## config.mk

```make
export PLATFORM = sky130hd
export DESIGN_NAME = pram_monitor
export DESIGN_NICKNAME = d
export VERILOG_FILES = /design/src/rtl/pram_pkg.sv /design/src/rtl/pram_qual_timer.sv /design/src/rtl/pram_monitor.sv
export VERILOG_INCLUDE_DIRS = /design/src /design/src/rtl
export SDC_FILE = /design/constraint.sdc
export NUM_CORES = 1
export LEC_CHECK = 0
export BUFFER_PORTS_ARGS = -buffer_cell sky130_fd_sc_hd__buf_4
export CAP_MARGIN = 20
export CELL_PAD_IN_SITES_DETAIL_PLACEMENT = 2
export CELL_PAD_IN_SITES_GLOBAL_PLACEMENT = 2
export CORE_MARGIN = 8
export CORE_UTILIZATION = 25
export DETAILED_ROUTE_END_ITERATION = 6
export GPL_TIMING_DRIVEN = 0
export PLACE_DENSITY = 0.8
export SYNTH_ARGS = -nofsm -noshare
export SYNTH_HDL_FRONTEND = slang
export SYNTH_SLANG_ARGS = --single-unit
```

## constraint.sdc

```tcl
create_clock -name clk_in -period 2.8 [get_ports clk_in]
set_clock_uncertainty 0.15 [all_clocks]
set_input_delay 0.14 -clock clk_in [delete_from_list [all_inputs] [get_ports clk_in]]
set_output_delay 0.14 -clock clk_in [all_outputs]
set_load 0.01 [all_outputs]
```

## src/rtl/pram_consts.svh

```systemverilog
// constants for the phase rotation alarm monitor
// assumes a 100 MHz clock; included by the package and the monitor
`ifndef PRAM_CONSTS_SVH
`define PRAM_CONSTS_SVH
`define PRAM_CLK_HZ        100000000
`define PRAM_DELAY_MS      2000
`define PRAM_DELAY_CYC     ((`PRAM_CLK_HZ / 1000) * `PRAM_DELAY_MS)
`define PRAM_RESP_MAX_MS   3000
`define PRAM_HALF_RATED_PC 50
`define PRAM_FLAG_COUNT    32
`define PRAM_SRC_ALWAYS    2'h0
`define PRAM_SRC_LOCK      2'h1
`define PRAM_SRC_FLAG      2'h2
`define PRAM_CLASS_DEFAULT 3'h5
`define PRAM_MODE_3PH4W    2'h0
`define PRAM_MODE_3PH3W    2'h1
`define PRAM_MODE_1PH2W    2'h2
`endif

```

## src/rtl/pram_pkg.sv

```systemverilog
// types for the phase rotation alarm monitor
// assumes pram_consts.svh for the numeric values
`include "pram_consts.svh"
package pram_pkg;
   typedef enum logic [1:0] {
      pram_rotation_forward = 2'h0,
      pram_rotation_reverse = 2'h1,
      pram_rotation_unknown = 2'h2
   } pram_rot_t;
   typedef enum logic [6:0] {
      pram_class_a = 7'h01, pram_class_b = 7'h02, pram_class_c = 7'h04,
      pram_class_d = 7'h08, pram_class_e = 7'h10, pram_class_f = 7'h20,
      pram_class_control = 7'h40
   } pram_class_t;
   typedef enum logic [2:0] {
      pram_st_idle    = 3'h1,
      pram_st_qualify = 3'h2,
      pram_st_alarm   = 3'h4
   } pram_state_t;
endpackage

```

## src/rtl/pram_qual_timer.sv

```systemverilog
// qualification timer: counts an uninterrupted condition to a terminal count
// assumes a synchronous active high reset and one clock
module pram_qual_timer #(
   parameter int unsigned DELAY_CYC = 200000000
) (
   // clock, reset and enable
   input  wire logic clk_in,
   input  wire logic reset_in,
   input  wire logic enable_in,
   // condition
   input  wire logic cond_in,
   output logic      done_out
);
   localparam int W = $clog2(DELAY_CYC + 1);
   typedef struct packed {
      logic [W-1:0] count;
      logic         done;
   } pram_tmr_t;
   pram_tmr_t s, next_s;

   always_comb begin
      next_s = s;
      if (!cond_in) begin
         next_s.count = '0;
         next_s.done  = 1'b0;
      end else if (s.count < W'(DELAY_CYC - 1)) begin
         next_s.count = s.count + W'(1);
      end else begin
         next_s.done = 1'b1;
      end
   end

   always_ff @(posedge clk_in) begin
      if (reset_in) begin
         s <= '0;
      end else if (enable_in) begin
         s <= next_s;
      end
   end

   assign done_out = s.done & cond_in;
endmodule

```

## src/rtl/pram_monitor.sv

```systemverilog
// phase rotation alarm monitor: mismatch qualify, class, acknowledge
// assumes inputs synchronous to clk_in, rotation from a measurement front end
`include "pram_consts.svh"
module pram_monitor
   import pram_pkg::*;
#(
   parameter int unsigned DELAY_CYC  = `PRAM_DELAY_CYC,
   parameter int unsigned FLAG_COUNT = `PRAM_FLAG_COUNT
) (
   // clock, reset, enable
   input  wire logic                  clk_in,
   input  wire logic                  reset_in,
   input  wire logic                  clk_en_in,
   // configuration
   input  wire logic                  monitor_off_in,
   input  wire logic                  expect_reverse_in,
   input  wire logic [2:0]            alarm_class_in,
   input  wire logic                  self_ack_in,
   input  wire logic [1:0]            enable_source_in,
   input  wire logic [4:0]            user_flag_select_in,
   input  wire logic [1:0]            meas_mode_in,
   input  wire logic                  single_phase_reverse_in,
   // measurement front end
   input  wire pram_pkg::pram_rot_t   measured_rotation_in,
   input  wire logic                  voltage_above_half_in,
   // gating and acknowledge
   input  wire logic                  lock_monitoring_in,
   input  wire logic [FLAG_COUNT-1:0] user_flags_in,
   input  wire logic                  ext_ack_in,
   // alarm
   output logic                       alarm_out,
   output logic                       mismatch_msg_out,
   output logic                       cmd_var_out,
   output pram_pkg::pram_class_t      alarm_class_out,
   output logic                       mismatch_out
);
   function automatic pram_class_t class_decode(input logic [2:0] code);
      case (code)
         3'h0:    class_decode = pram_class_a;
         3'h1:    class_decode = pram_class_b;
         3'h2:    class_decode = pram_class_c;
         3'h3:    class_decode = pram_class_d;
         3'h4:    class_decode = pram_class_e;
         3'h5:    class_decode = pram_class_f;
         default: class_decode = pram_class_control;
      endcase
   endfunction

   typedef struct packed {
      pram_state_t state;
      logic        mismatch;
      pram_class_t cls;
   } pram_st_t;
   pram_st_t s, next_s;

   logic      enabled;
   logic      valid_meas;
   pram_rot_t actual_rot;
   pram_rot_t expect_rot;
   logic      fault;
   logic      qual_cond;
   logic      qualified;

   always_comb begin
      // single-phase uses configured rotation, three-phase needs voltage
      if (meas_mode_in == `PRAM_MODE_1PH2W) begin
         actual_rot = single_phase_reverse_in ? pram_rotation_reverse
                                              : pram_rotation_forward;
         valid_meas = 1'b1;
      end else begin
         actual_rot = measured_rotation_in;
         valid_meas = voltage_above_half_in
                      && measured_rotation_in != pram_rotation_unknown;
      end
      expect_rot = expect_reverse_in ? pram_rotation_reverse
                                     : pram_rotation_forward;
      if (enable_source_in == `PRAM_SRC_LOCK) begin
         enabled = !lock_monitoring_in;
      end else if (enable_source_in == `PRAM_SRC_FLAG) begin
         enabled = user_flags_in[user_flag_select_in];
      end else begin
         enabled = 1'b1;
      end
      enabled   = enabled && !monitor_off_in;
      fault     = valid_meas && (actual_rot != expect_rot);
      qual_cond = enabled && fault;
   end

   pram_qual_timer #(
      .DELAY_CYC (DELAY_CYC)
   ) u_timer (
      .clk_in    (clk_in),
      .reset_in  (reset_in),
      .enable_in (clk_en_in),
      .cond_in   (qual_cond),
      .done_out  (qualified)
   );

   always_comb begin
      next_s          = s;
      next_s.mismatch = qual_cond;
      case (s.state)
         pram_st_idle: begin
            if (qual_cond) begin
               next_s.state = pram_st_qualify;
            end
         end
         pram_st_qualify: begin
            if (!qual_cond) begin
               next_s.state = pram_st_idle;
            end else if (qualified) begin
               next_s.state = pram_st_alarm;
               next_s.cls   = class_decode(alarm_class_in);
            end
         end
         pram_st_alarm: begin
            if (!qual_cond && self_ack_in) begin
               next_s.state = pram_st_idle;
            end else if (!qual_cond && ext_ack_in) begin
               next_s.state = pram_st_idle;
            end
         end
         default: next_s.state = pram_st_idle;
      endcase
   end

   always_ff @(posedge clk_in) begin
      if (reset_in) begin
         s.state    <= pram_st_idle;
         s.mismatch <= 1'b0;
         s.cls      <= pram_class_f;
      end else if (clk_en_in) begin
         s <= next_s;
      end
   end

   assign alarm_out        = (s.state == pram_st_alarm);
   assign mismatch_msg_out = alarm_out;
   assign cmd_var_out      = alarm_out;
   assign alarm_class_out  = s.cls;
   assign mismatch_out     = s.mismatch;

   // checks
   a_off_no_alarm: assert property (@(posedge clk_in) disable iff (reset_in)
      clk_en_in && monitor_off_in && !alarm_out |=> !(alarm_out && !$past(alarm_out)))
      else $error("alarm rose while monitoring off");
   a_rise_needs_cond: assert property (@(posedge clk_in) disable iff (reset_in)
      $rose(alarm_out) |-> $past(qualified) && $past(qual_cond))
      else $error("alarm rose without qualified mismatch");
   a_fwd_expect: assert property (@(posedge clk_in) disable iff (reset_in)
      meas_mode_in != `PRAM_MODE_1PH2W && !expect_reverse_in
         && measured_rotation_in == pram_rotation_forward |-> !fault)
      else $error("forward rotation flagged as fault");
   a_rev_expect: assert property (@(posedge clk_in) disable iff (reset_in)
      meas_mode_in != `PRAM_MODE_1PH2W && expect_reverse_in && voltage_above_half_in
         && measured_rotation_in == pram_rotation_forward |-> fault)
      else $error("forward rotation not flagged while reverse expected");
   a_class_held: assert property (@(posedge clk_in) disable iff (reset_in)
      alarm_out && $past(alarm_out) |-> $stable(alarm_class_out))
      else $error("class changed during alarm");
   a_self_clear: assert property (@(posedge clk_in) disable iff (reset_in)
      clk_en_in && alarm_out && self_ack_in && !qual_cond |=> !alarm_out)
      else $error("self acknowledge did not clear");
   a_latch_hold: assert property (@(posedge clk_in) disable iff (reset_in)
      clk_en_in && alarm_out && !self_ack_in && !ext_ack_in |=> alarm_out)
      else $error("alarm dropped without acknowledge");
   a_lock_gate: assert property (@(posedge clk_in) disable iff (reset_in)
      enable_source_in == `PRAM_SRC_LOCK && lock_monitoring_in |-> !qual_cond)
      else $error("evaluating while locked");
   a_flag_gate: assert property (@(posedge clk_in) disable iff (reset_in)
      enable_source_in == `PRAM_SRC_FLAG && !user_flags_in[user_flag_select_in] |-> !qual_cond)
      else $error("evaluating with flag false");
   a_cmd_var: assert property (@(posedge clk_in) disable iff (reset_in)
      cmd_var_out == alarm_out && mismatch_msg_out == alarm_out)
      else $error("command variable not tied to alarm");
   a_low_volt: assert property (@(posedge clk_in) disable iff (reset_in)
      meas_mode_in != `PRAM_MODE_1PH2W && !voltage_above_half_in |-> !fault)
      else $error("fault at low voltage");
   a_restart: assert property (@(posedge clk_in) disable iff (reset_in)
      clk_en_in && !qual_cond |=> !qualified)
      else $error("timer not restarted");
   a_class_capture: assert property (@(posedge clk_in) disable iff (reset_in)
      $rose(alarm_out) |-> alarm_class_out == class_decode($past(alarm_class_in)))
      else $error("class not captured at alarm rise");
   a_ack_refused: assert property (@(posedge clk_in) disable iff (reset_in)
      clk_en_in && alarm_out && qual_cond |=> alarm_out)
      else $error("alarm cleared while mismatch present");
   a_off_gate: assert property (@(posedge clk_in) disable iff (reset_in)
      monitor_off_in |-> !qual_cond)
      else $error("evaluating while monitoring off");
   a_mismatch_reg: assert property (@(posedge clk_in) disable iff (reset_in)
      clk_en_in |=> mismatch_out == $past(qual_cond))
      else $error("mismatch output not registered condition");
   a_always_gate: assert property (@(posedge clk_in) disable iff (reset_in)
      enable_source_in != `PRAM_SRC_LOCK && enable_source_in != `PRAM_SRC_FLAG
         && !monitor_off_in |-> enabled)
      else $error("always source gated");
   a_qualify_first: assert property (@(posedge clk_in) disable iff (reset_in)
      $rose(alarm_out) |-> $past(s.state) == pram_st_qualify)
      else $error("alarm rose without qualification");
   a_single_phase: assert property (@(posedge clk_in) disable iff (reset_in)
      meas_mode_in == `PRAM_MODE_1PH2W
         |-> fault == (single_phase_reverse_in != expect_reverse_in))
      else $error("single phase rotation not taken from setting");

   c_alarm: cover property (@(posedge clk_in) $rose(alarm_out));
   c_flag: cover property (@(posedge clk_in) enable_source_in == `PRAM_SRC_FLAG && alarm_out);
   c_self: cover property (@(posedge clk_in) $fell(alarm_out) && self_ack_in);
   c_ack: cover property (@(posedge clk_in) $fell(alarm_out) && !self_ack_in);
   c_abort: cover property (@(posedge clk_in) s.state == pram_st_qualify && !qual_cond);
endmodule

```

Yosys cells after proc, flatten, opt, wreduce, memory -nomap -nowiden
Cells that the tools add are included.

$lt $le $gt $ge: 2. Bitwise gates (word level): 1. Eq/ne operators: 18. Reduce and logical (&&, ||, !) cells: 14. $add $sub $neg: 1. Mux-type cells: 18.

Operator list (number): 7-bit case mux with 6 select lines (1); 29-bit 2-to-1 mux (1); 28-bit by 1-bit adder with 28-bit output, second input constant (1); 28-bit < comparator, second input constant (1); 28-bit 2-to-1 mux (1); 3-bit 2-to-1 mux (5); 3-bit by 2-bit equality test with 1-bit output, second input constant (3); 3-bit equality test, second input constant (3); 3-bit case mux with 3 select lines (1); 4-bit AND reduction (2); 1-bit 2-to-1 mux (7); 3-bit by 1-bit equality test with 1-bit output, second input constant (2); 1-bit logical AND (6); 5-bit by 6-bit < comparator with 1-bit output, second input constant (1); 2-bit != test, second input constant (3); 1-bit binary-select mux with 5-bit select (1); 2-bit equality test, second input constant (2); 2-bit AND reduction (2); 1-bit zero test (3); 3-bit zero test (1); 3-bit by 1-bit != test with 1-bit output, second input constant (1); 3-bit != test, second input constant (1); 2-bit by 1-bit equality test with 1-bit output, second input constant (1); 2-bit 2-to-1 mux (1); 3 further kinds (3).

Bits in registers: 40. Bits of input ports: 56. Output and inout bits: 11. Word-level logic and storage cells: 59.

Longest topological paths before layout
Gate-level depths: netlist (run 1).

Word-level depth: 11. Gate-level depth with buffers: 11.

Hierarchy
A second synthesis (run 1) with hierarchy kept.

Cell total of the unflattened synthesis: 358. Area, all modules: 2874.0 um2.

By module, submodules not included: pram_qual_timer (area each 1870.5 um2, times used 1, seq. area each 580.6 um2, cells an instance 242); pram_monitor (area each 1003.5 um2, times used 1, seq. area each 220.2 um2, cells an instance 116).

Worst setup path after synthesis (run 1)
Ideal clock, no wire load.

Path kind: input to register. Start: input port user_flag_select_in[1]. End: register u_timer.s[8] (netlist bit). Required time: 2.580 ns. Path buffers: 3. Path slack: 0.156 ns. Cell stages on the path: 10. Data arrival time: 2.423 ns. Cell sequence: buf_2 -> mux4_2 -> nand2b_1 -> a2111oi_2 -> and2_1 -> buf_4 -> o31ai_4 -> buf_6 -> or4_1 -> a21oi_1.

Cells in the longest elaborated chain, start to end: 8. Elaborated cells between the ends (all ways): 9. Classes of those cells: eq/ne: 1; mux: 5; reduce/logical: 3.

Ends and longest elaborated chain: start, declared (RTL line pram_monitor.sv:20) `input wire logic [4:0] user_flag_select_in,`; 1-bit binary-select mux with 5-bit select (*) (RTL line pram_monitor.sv:80) `enabled = user_flags_in[user_flag_select_in];`; 1-bit 2-to-1 mux (not written as such) (*) (RTL line pram_monitor.sv:80); 1-bit 2-to-1 mux (*) (RTL line pram_monitor.sv:79) `` end else if (enable_source_in == `PRAM_SRC_FLAG) begin ``; 1-bit 2-to-1 mux (*) (RTL line pram_monitor.sv:77) `` if (enable_source_in == `PRAM_SRC_LOCK) begin ``; 1-bit logical AND (*) (RTL line pram_monitor.sv:84) `enabled = enabled && !monitor_off_in;`; 1-bit logical AND (*) (RTL line pram_monitor.sv:86) `qual_cond = enabled && fault;`; 2-bit by 1-bit != test with 1-bit output (no line); 2-bit AND reduction (no line); end signal, assigned (RTL line pram_qual_timer.sv:37) `s <= next_s;`; end, declared (RTL line pram_qual_timer.sv:19) `pram_tmr_t s, next_s;`.

Every way passes the cells marked *; elsewhere a longest branch is shown, timed or not. The select of a mux whose other input is x is not followed. A chain may end at the register's enable or synchronous reset.

Worst setup path in the final report (run 1)
Start: register u_timer.s[12] (netlist bit). End: register u_timer.s[8] (netlist bit).

Cells in the longest elaborated chain, start to end: 3.

Ends and longest elaborated chain: 28-bit < comparator (RTL line pram_qual_timer.sv:26) `end else if (s.count < W'(DELAY_CYC - 1)) begin`; 2-bit by 1-bit != test with 1-bit output (no line); 2-bit AND reduction (no line).

No other way between the ends.

==> results of run 1 <==
[cell type report]
class | instances | area, um2
Fill cell | 1131 | 6420
Clock buffer | 6 | 72.6
Tap cell | 133 | 166
Buffer | 24 | 156
Inverter | 8 | 30.0
Timing Repair Buffer | 68 | 518
Sequential cell | 40 | 801
Clock inverter | 2 | 35.0
Multi-Input combinational cell | 228 | 1580
[sequential cells by signal, summed over array words and instances (netlist names)]
register,cells
alarm_class_out,7
mismatch_out,1
s,3
u_timer.s,29
[cells by family after synthesis]
| logic type | after synthesis | share of synthesized area |
|---|---|---|
| buffers and inverters | 32 | 0.0709 |
| XOR/XNOR | 2 | 0.00694 |
| multiplexers | 20 | 0.109 |
| flip-flops | 40 | 0.317 |
| adder cells (fa/ha/maj) | 1 | 0.00495 |
| AO/OA/AOI/OAI | 70 | 0.189 |
| AND/OR/NAND/NOR | 135 | 0.302 |
[metal layers]
| layer | part of all wire | wire length (um) | vias to the layer above | GRT usage |
|---|---|---|---|---|
| met2 | 0.54 | 4750 | 31 | 0.258 |
| met1 | 0.41 | 3630 | 1294 | 0.143 |
| met4 | 0.018 | 155 | 0 | 0.0475 |
| li1 | - | - | 1267 | - |
| met5 | 0 | 0 | - | 0 |
| met3 | 0.025 | 219 | 12 | 0.0212 |
[worst max-delay path by stage]
| stage | start | depth (start not counted) | endpoint |
|---|---|---|---|
| floorplan | user_flag_select_in[1] | 10 | u_timer.s[8]$_SDFFE_PP0P_ |
| global placement | user_flag_select_in[1] | 10 | u_timer.s[23]$_SDFFE_PP0P_ |
| detailed placement | user_flag_select_in[1] | 10 | u_timer.s[23]$_SDFFE_PP0P_ |
| CTS | u_timer.s[1]$_SDFFE_PP0P_ | 10 | u_timer.s[4]$_SDFFE_PP0P_ |
| global route | u_timer.s[12]$_SDFFE_PP0P_ | 8 | u_timer.s[8]$_SDFFE_PP0P_ |
| finish | u_timer.s[12]$_SDFFE_PP0P_ | 8 | u_timer.s[8]$_SDFFE_PP0P_ |
[placed cells by master, fill, tap and decap left out, drive strengths merged, types with 3 or more instances in the layout]
cell type / instances
mux4: 5
nand3: 11
dfxtp: 40
buf: 81
mux2: 3
nor2b: 6
clkbuf: 14
a31oi: 4
nand4: 8
a21oi: 28
inv: 8
or4: 13
dlygate4sd3: 3
mux2i: 12
o21ai: 11
and4: 3
nor4: 5
nand2: 24
o31ai: 12
nand2b: 7
nor2: 27
and2: 6
nand3b: 3
or3: 12
[power breakdown]
group | total, mW | switching (mW) | internal [mW]
combinational | 0.180 | 0.0832 | 0.0964
sequential | 0.573 | 0.00255 | 0.570
clock | 0.489 | 0.224 | 0.265
[metrics by stage]
stage | worst slack (ns) | utilization | hold slack, ns | cells | power, mW
2_1_floorplan | 0.156 | - | 0.0591 | 300 | 0.673
3_3_place_gp | -0.284 | 0.322 | 0.211 | 494 | 0.754
3_5_place_dp | -0.365 | 0.322 | 0.230 | 494 | 0.760
4_1_cts | 0.0417 | 0.339 | 0.00647 | 506 | 1.26
5_1_grt | -0.0106 | 0.343 | 0.0130 | 509 | 1.30
6_report | 0.0753 | 0.343 | 0.00559 | 509 | 1.24
[worst min-delay path, delay by kind of cell]
kind	cells	cell delay, ns
compound gates	1	0.06
buf+inv	1	0.13
simple gates	1	0.07
[what timing repair did]
action                                 CTS  global route
hold buffers                             3             0
setup buffers                            1             3
endpoints found under the hold margin    5             0
setup endpoints to repair               21            14
gates resized for setup                  5             7
pin swaps                                1             2
==> impl_metrics.csv, run 1 <==
group,metric,value,unit
outcome,status,"finished clean",
detailed_routing,firstDrtPassIters,4,
final_layout,syn_to_final_growth,32.9,%
detailed_routing,drtAntennaViolNets,0,
worst_hold_path,whs_endpoint,"alarm_class_out[6]$_SDFFE_PP0P_",
worst_hold_path,hold_start,"alarm_class_in[2]",
floorplanning,fp-row-count,36,
yosys,ys_async_sr_fraction,0,
detailed_routing,wire_per_inst,17.2,um
global_routing,grt_max_degree,13,
global_routing,grt.total_usage,0.134,
floorplanning,start_util,0.258,
place,io_buffers,61,
yosys,ys.flop_type,"dfxtp_1",
setup_path,reg2reg_depth,8,
timing,tightest_slew,0.554,ns
timing,period_share,0.973,
setup_path,reg2reg_from,"u_timer.s[12]$_SDFFE_PP0P_",
yosys,synth_edf_count,0,
cts,cts_buffers,5,
pwr,cellLeakagePower,1.20,nW
detailed_routing,via_per_inst,5.12,
setup_path,cp_cell_sequence,"or4_1 > nor2_1 > a211oi_2 > o31ai_4 > o31ai_4 > buf_6 > or4_1 > a21oi_1",
setup_path,critPathMaxFanout,10,
global_routing,antenna_found_initial,0,
yosys,syn_nets,357,
yosys,synth.most_common_cell,"dfxtp_1",
cts,cts-root-buf,"clkbuf_8",
setup_path,end_kind,"register",
setup_path,required,2.88,ns
cts,htree_levels,2,
timing,min_period,2.72,ns
setup_path,max_stage_delay,0.53,ns
floorplanning,die_area,13600,um2
detailed_routing,wl,8760,um
timing,fmax,367,MHz
yosys,yosysWarnings,0,
cts,clock_latency,0.31,ns
final_layout,n_antenna_cell,0,
yosys,ys_top_cells_by_count,"dfxtp_1, a21oi_1, nor2_1, nand2_1, or4_1",
floorplanning,dieHeight,116,um
timing,worst_slew_margin_rel,0.631,
worst_hold_path,holdPathStages,3,
setup_path,r2r_setup_slack,0.08,ns
detailed_routing,drc_errors,0,
setup_path,cp.arrival,2.80,ns
yosys,synth.top_cells.by_area,"dfxtp_1, a21oi_1, mux2i_1",
pwr,irDropWorstVdd,145,uV
global_routing,grt_overflow,0,
timing,maxSlewViolCount,0,
place,place_area,3150,um2
yosys,ys_types,49,
setup_path,crit_buf_inv,1,
cts,ctsLongestPathBuffers,2,
final_layout,finalNetCount,432,
setup_path,path_class,"reg2reg",
yosys,synth.avg_cell_area,8.42,um2
final_layout,layout-drive-gt1-share,0.285,
flow_run,max_cap_viol_count,0,
floorplanning,top_level_ports,67,
worst_hold_path,hold_class,"in2reg",
timing,setup_viol,0,
place,gp_congestion,0.752,
global_routing,grt_pass1_wl,14400,um
final_layout,final_cell_area,3350,um2
yosys,yosysSeqAreaShare,0.317,
cts,cts_tree,"done",
yosys,netlist.area_leader.share,0.317,
yosys,synth_area,2520,um2
detailed_routing,dr.first_iter.drc_count,43,
yosys,synth_area_leader_cell,"dfxtp_1",
cts,cts_sinks,40,
place,dpl.hpwl,6830,um
setup_path,cp_slowest_cell,"or4_1",
floorplanning,core_area,9770,um2
floorplanning,die_w,116,um
cts,clkTransAtPathRegs,0.09,ns
detailed_routing,num_vias,2604,
setup_path,startpoint_type,"register",
yosys,ys_ff_latch,40,
yosys,syn-instance-count,300,
pwr,power_density,370,nW/um2
setup_path,r2r-end,"u_timer.s[8]$_SDFFE_PP0P_",
global_routing,first_global_vias,2910,
setup_path,critPathTopFamily,"simple AND/OR/NAND/NOR gates",
timing,setup_tns,0,ns
timing,hold_viol_final,0,
Power figures use the tool's default switching activity.
==> inputs of run 2 (changes only) <==
Settings changed: PLACE_DENSITY 0.8 to 0.79, SYNTH_HIERARCHICAL from default to 1.
==> run 2 against run 1 <==
Net effect: total power grew 14%; hold slack gained 0.013 ns; final area grew 17%; first-iteration DRC count grew to 3.6 times the previous value; clock power grew 25%; critical path depth grew 8; largest cell class unchanged; highest routed layer unchanged.
==> impl_metrics.csv, run 2 <==
group,metric,value,unit
floorplanning,core_area,11300,um2
yosys,yosysWarnings,6,
detailed_routing,wire_per_inst,20.8,um
timing,setup_viol,0,
yosys,synth.most_common_cell,"nand2_1",
global_routing,grt_pass1_wl,19700,um
cts,cts_tree,"done",
timing,fmax,367,MHz
final_layout,final_cell_area,3940,um2
setup_path,r2r_setup_slack,0.16,ns
pwr,power_density,361,nW/um2
detailed_routing,drc_errors,0,
cts,clock_latency,0.29,ns
place,post-place-ws,-0.614,ns
final_layout,layout_common_cells,"buf_4, nand2_1, dfxtp_1, nand3_1",
place,dp.cells,565,
timing,maxSlewViolCount,0,
final_layout,fill_cells,1305,
detailed_routing,wl,12200,um
pwr,p_total,1.42,mW
cts,htree_levels,2,
global_routing,first_global_vias,3803,
flow_run,max_cap_viol_count,0,
final_layout,stdcell_count,586,
pwr,irDropWorstVdd,225,uV
detailed_routing,num_vias,3338,
final_layout,layout-drive-gt1-share,0.309,
detailed_routing,drtAntennaViolNets,0,
global_routing,antenna_found_initial,0,
final_layout,final_common_cell,"buf_4",
setup_path,crit_cells,16,
outcome,status,"finished clean",
yosys,synth.top_cells.by_area,"dfxtp_1, nand2_1, mux2i_1",
yosys,ys.flop_type,"dfxtp_1",
setup_path,reg2reg_from,"u_timer/s[15]$_SDFFE_PP0P_",
yosys,synth_area_leader_cell,"dfxtp_1",
global_routing,grt.total_usage,0.162,
global_routing,grt_max_degree,14,
setup_path,cp_cell_sequence,"buf_4 > buf_4 > mux2i_1 > a22oi_1 > a31oi_1 > nor4_4 > nand2_2 > inv_2 > clkbuf_8 > clkbuf_16 > and2_4 > nand2_2 > or3_4 > nor3_4 > buf_4 > mux2i_1",
setup_path,required,2.86,ns
floorplanning,top_level_ports,67,
final_layout,syn_to_final_growth,36.9,%
floorplanning,start_util,0.254,
yosys,synth_area,2870,um2
final_layout,finalNetCount,499,
yosys,ys_async_sr_fraction,0,
detailed_routing,via_per_inst,5.70,
timing,min_period,2.72,ns
place,gp_congestion,0.910,
yosys,netlist.area_leader.share,0.279,
place,io_buffers,64,
worst_hold_path,hold_class,"in2reg",
final_layout,regMostFlops,"u_timer/s",
cts,cts_buffers,5,
setup_path,r2r-end,"u_timer/s[16]$_SDFFE_PP0P_",
setup_path,reg2reg_depth,8,
final_layout,n_antenna_cell,0,
floorplanning,fp-row-count,39,
pwr,cellLeakagePower,1.41,nW
setup_path,cp_slowest_cell,"or3_4",
setup_path,worstSetupEndpoint,"alarm_class_out[5]$_SDFFE_PP1P_",
final_layout,final_util,0.348,
setup_path,crit_top_cell,"buf_4",
timing,period_share,0.973,
timing,hold_viol_final,0,
detailed_routing,dr.first_iter.drc_count,155,
timing,worst_slew_margin_rel,0.529,
setup_path,cp-startpoint,"user_flag_select_in[1]",
yosys,synth.avg_cell_area,8.03,um2
yosys,ys_ff_latch,40,
final_layout,largest_reg_flops,29,
global_routing,grt_overflow,0,
setup_path,max_stage_delay,0.36,ns
yosys,ys_types,69,
cts,clkTransAtPathRegs,0.06,ns
cts,ctsLongestPathBuffers,2,
place,place_area,3580,um2
floorplanning,dieHeight,123,um
floorplanning,die_area,15200,um2
setup_path,startpoint_type,"input port",
setup_path,path_class,"in2reg",
yosys,yosysSeqAreaShare,0.279,
cts,cts_sinks,40,
setup_path,critPathMaxFanout,10,
yosys,synth_edf_count,0,
setup_path,end_kind,"register",
cts,cts-root-buf,"clkbuf_16",
timing,tightest_slew,0.707,ns
place,dpl.hpwl,9080,um
detailed_routing,firstDrtPassIters,4,
setup_path,crit_buf_inv,6,
timing,setup_tns,0,ns
timing,fin_ws,0.0763,ns
setup_path,critPathTopFamily,"simple AND/OR/NAND/NOR gates",
yosys,syn_nets,415,
setup_path,cp.arrival,2.78,ns
yosys,ys_top_cells_by_count,"nand2_1, dfxtp_1, nand3_1, a21oi_1, nand4_1",
timing,whs,0.0190,ns
yosys,syn-instance-count,358,
floorplanning,die_w,123,um
[run 2: changes by cell type after synthesis, sizes merged, moves of 7 or more]
cell	previous run	this run
nand3	11	19
nand4	8	20
o211ai	2	10
o31ai	12	1
a31oi	4	16
nand2	24	45
a21oi	28	19
or3	12	5
nor2	27	17
o32ai	0	7
nor3	2	11
[run 2: worst min path at each step]
| stage | cells past startpoint | end | slack [ns] | start |
|---|---|---|---|---|
| after floorplan | 1 | alarm_class_out[0]$_SDFFE_PP0P_ | 0.11 | alarm_class_in[0] |
| final | 3 | alarm_class_out[6]$_SDFFE_PP0P_ | 0.02 | alarm_class_in[2] |
| after CTS | 3 | alarm_class_out[6]$_SDFFE_PP0P_ | 0.01 | alarm_class_in[2] |
| after global placement | 2 | alarm_class_out[0]$_SDFFE_PP0P_ | 0.24 | alarm_class_in[1] |
| after detailed placement | 2 | alarm_class_out[0]$_SDFFE_PP0P_ | 0.25 | alarm_class_in[1] |
| after global routing | 2 | s[9]$_SDFFE_PP0P_ | 0.02 | clk_en_in |
[run 2: kinds of logic (layout without fill, tap and decap cells)]
family | Yosys count | count (layout) | share of synthesized area
simple gates | 167 | 167 | 0.339
compound gates | 87 | 87 | 0.211
buf+inv | 42 | 127 | 0.0731
flops | 40 | 40 | 0.279
mux | 19 | 19 | 0.0879
xor+xnor | 2 | 2 | 0.00610
fa+ha+maj | 1 | 1 | 0.00435
[run 2: worst reg2reg max path, stage by stage (launching register included)]
cell	delay (ns)
dfxtp_1	0.47
nor4bb_1	0.50
nand4_1	0.22
o32a_1	0.25
nand2_1	0.13
buf_2	0.24
clkbuf_4	0.27
o211ai_1	0.14
a31oi_1	0.19
[run 2: cell type report]
type                    instances  area [um2]  share of cell area
plain buffers                  29         211              0.0537
well taps                     143         179              0.0455
flip-flops and latches         40         802               0.204
clock inverters                 2        15.0             0.00382
multi-input cells             276        1950               0.495
repair buffers                 77         591               0.150
clock buffers                   6         139              0.0353
inverters                      13        48.8              0.0124
[run 2: power breakdown]
| group | switching (mW) | total, mW | internal [mW] |
|---|---|---|---|
| clock network | 0.254 | 0.609 | 0.355 |
| logic | 0.119 | 0.237 | 0.119 |
| registers | 0.00289 | 0.574 | 0.571 |
[run 2: metal layers]
layer / vias up / wire length, um / GRT usage / part of all wire
li1: 1549 / - / - / -
met1: 1680 / 5090 / 0.194 / 0.42
met2: 89 / 6190 / 0.282 / 0.51
met3: 20 / 661 / 0.0411 / 0.054
met4: 0 / 273 / 0.0436 / 0.022
met5: - / 0 / 0 / 0
[run 2: what timing repair did]
item	4_1_cts	5_1_grt
hold endpoints to repair	3	0
setup buffers	10	1
hold buffers	2	0
gates resized for setup	11	14
pin swaps	7	7
endpoints found under the setup margin	23	28
==> inputs of run 3 (changes only) <==
Settings changed: CTS_BUF_LIST from default to sky130_fd_sc_hd__clkbuf_4.
==> run 3 against run 2 <==
Net effect: register-to-register slack worse by 0.05 ns; maximum frequency up 1.1%; sequential power about the same; critical path depth down 8; worst setup slack better by 0.030 ns; clock-buffer cell count down 1; critical endpoint is now u_timer/s[16]$_SDFFE_PP0P_.
==> impl_metrics.csv, run 3 (synthesis results as in run 2) <==
group,metric,value,unit
floorplanning,top_level_ports,67,
pwr,p_total,1.12,mW
cts,clock_latency,0.38,ns
cts,cts_buffers,5,
place,post-place-ws,-0.614,ns
final_layout,largest_reg_flops,29,
floorplanning,die_w,123,um
setup_path,cp_slowest_cell,"dfxtp_1",
floorplanning,fp-row-count,39,
detailed_routing,wire_per_inst,20.1,um
setup_path,crit_buf_inv,2,
final_layout,finalNetCount,495,
setup_path,reg2reg_depth,8,
setup_path,critPathTopFamily,"simple AND/OR/NAND/NOR gates",
final_layout,final_common_cell,"buf_4",
setup_path,end_kind,"register",
detailed_routing,dr.first_iter.drc_count,141,
global_routing,grt_pass1_wl,19400,um
floorplanning,dieHeight,123,um
global_routing,grt_overflow,0,
final_layout,n_antenna_cell,0,
setup_path,cp_cell_sequence,"nor4bb_2 > nand4_1 > o32a_1 > nand2_1 > buf_2 > clkbuf_4 > o211ai_1 > a31oi_1",
final_layout,syn_to_final_growth,31.8,%
global_routing,grt_max_degree,14,
detailed_routing,num_vias,3307,
outcome,status,"finished clean",
final_layout,multi_input_area,1940,um2
place,dpl.hpwl,9080,um
cts,cts_tree,"done",
pwr,power_density,295,nW/um2
pwr,irDropWorstVdd,140,uV
cts,clkTransAtPathRegs,0.14,ns
cts,ctsLongestPathBuffers,2,
timing,maxSlewViolCount,0,
floorplanning,core_area,11300,um2
detailed_routing,firstDrtPassIters,4,
floorplanning,die_area,15200,um2
timing,whs,0.0248,ns
place,gp_congestion,0.910,
timing,worst_slew_margin_rel,0.565,
detailed_routing,drtAntennaViolNets,0,
final_layout,fill_cells,1314,
pwr,cellLeakagePower,1.34,nW
cts,htree_levels,2,
timing,fmax,371,MHz
timing,tightest_slew,0.648,ns
setup_path,cp.arrival,2.86,ns
detailed_routing,drc_errors,0,
setup_path,crit_cells,8,
place,io_buffers,64,
final_layout,regMostFlops,"u_timer/s",
flow_run,max_cap_viol_count,0,
detailed_routing,wl,11700,um
setup_path,critPathMaxFanout,10,
timing,period_share,0.962,
setup_path,required,2.96,ns
global_routing,grt.total_usage,0.159,
timing,min_period,2.69,ns
timing,hold_viol_final,0,
timing,setup_viol,0,
final_layout,seq_area,802,um2
timing,fin_ws,0.107,ns
setup_path,max_stage_delay,0.50,ns
worst_hold_path,holdPathStages,5,
detailed_routing,via_per_inst,5.68,
cts,cts_sinks,40,
final_layout,layout-drive-gt1-share,0.289,
global_routing,first_global_vias,3728,
setup_path,path_class,"reg2reg",
setup_path,startpoint_type,"register",
cts,cts-root-buf,"clkbuf_4",
global_routing,antenna_found_initial,0,
worst_hold_path,hold_class,"in2reg",
floorplanning,start_util,0.254,
final_layout,layout_common_cells,"buf_4, nand2_1, dfxtp_1, nand3_1",
run 3: changes by cell type in the layout (fill, tap and decap cells not counted), sizes merged:
cell,delta
buf,-6
dlygate4sd3,+3
clkbuf,-2
clkinv,+1
run 3: cell type report:
| class | count | share of cell area |
|---|---|---|
| Clock inverter | 3 | 0.00496 |
| Multi-Input combinational cell | 276 | 0.513 |
| Clock buffer | 5 | 0.00991 |
| Sequential cell | 40 | 0.212 |
| Tap cell | 143 | 0.0472 |
| Timing Repair Buffer | 73 | 0.148 |
| Inverter | 13 | 0.0129 |
| Buffer | 29 | 0.0522 |
run 3: path summary, 6_finish.rpt:
path | slack, ns | start | end
min | 0.02 | ext_ack_in | s[10]$_SDFFE_PP0P_
min reg2reg | 0.33 | alarm_class_out[3]$_SDFFE_PP0P_ | alarm_class_out[3]$_SDFFE_PP0P_
max reg2reg | 0.11 | u_timer/s[15]$_SDFFE_PP0P_ | u_timer/s[16]$_SDFFE_PP0P_
max | 0.11 | u_timer/s[15]$_SDFFE_PP0P_ | u_timer/s[16]$_SDFFE_PP0P_
run 3: routing by layer:
metal	global-route usage	routed length, um	share of wire
met5	0	0	0
met4	0.0482	154	0.013
met3	0.0361	513	0.044
met2	0.273	5970	0.51
met1	0.194	5080	0.43
run 3: through the flow:
stage	instances	util	setup TNS, ns	instance area (um2)
3_3_place_gp	565	0.316	-11.15	3580
2_1_floorplan	358	-	-0.286	2920
4_1_cts	581	0.330	0	3730
3_5_place_dp	565	0.316	-12.07	3580
6_report	582	0.335	0	3790
5_1_grt	582	0.335	-0.0190	3790
run 3: what timing repair did:
| action | in CTS | in global routing |
|---|---|---|
| resized for setup | 6 | 11 |
| cloned | 0 | 0 |
| hold buffers | 5 | 0 |
| endpoints found under the hold margin | 11 | 0 |
| pin swaps | 3 | 4 |
| buffers inserted | 3 | 1 |
| endpoints found under the setup margin | 15 | 17 |
run 3: power breakdown:
part | internal, mW | switching (mW)
registers | 0.572 | 0.00270
clock network | 0.0947 | 0.226
logic | 0.112 | 0.112
run 3: worst min-delay path: cells and delay by family:
family / cells / cell delay (ns)
simple gates: 2 / 0.08
buf+inv: 1 / 0.08
compound gates: 2 / 0.22
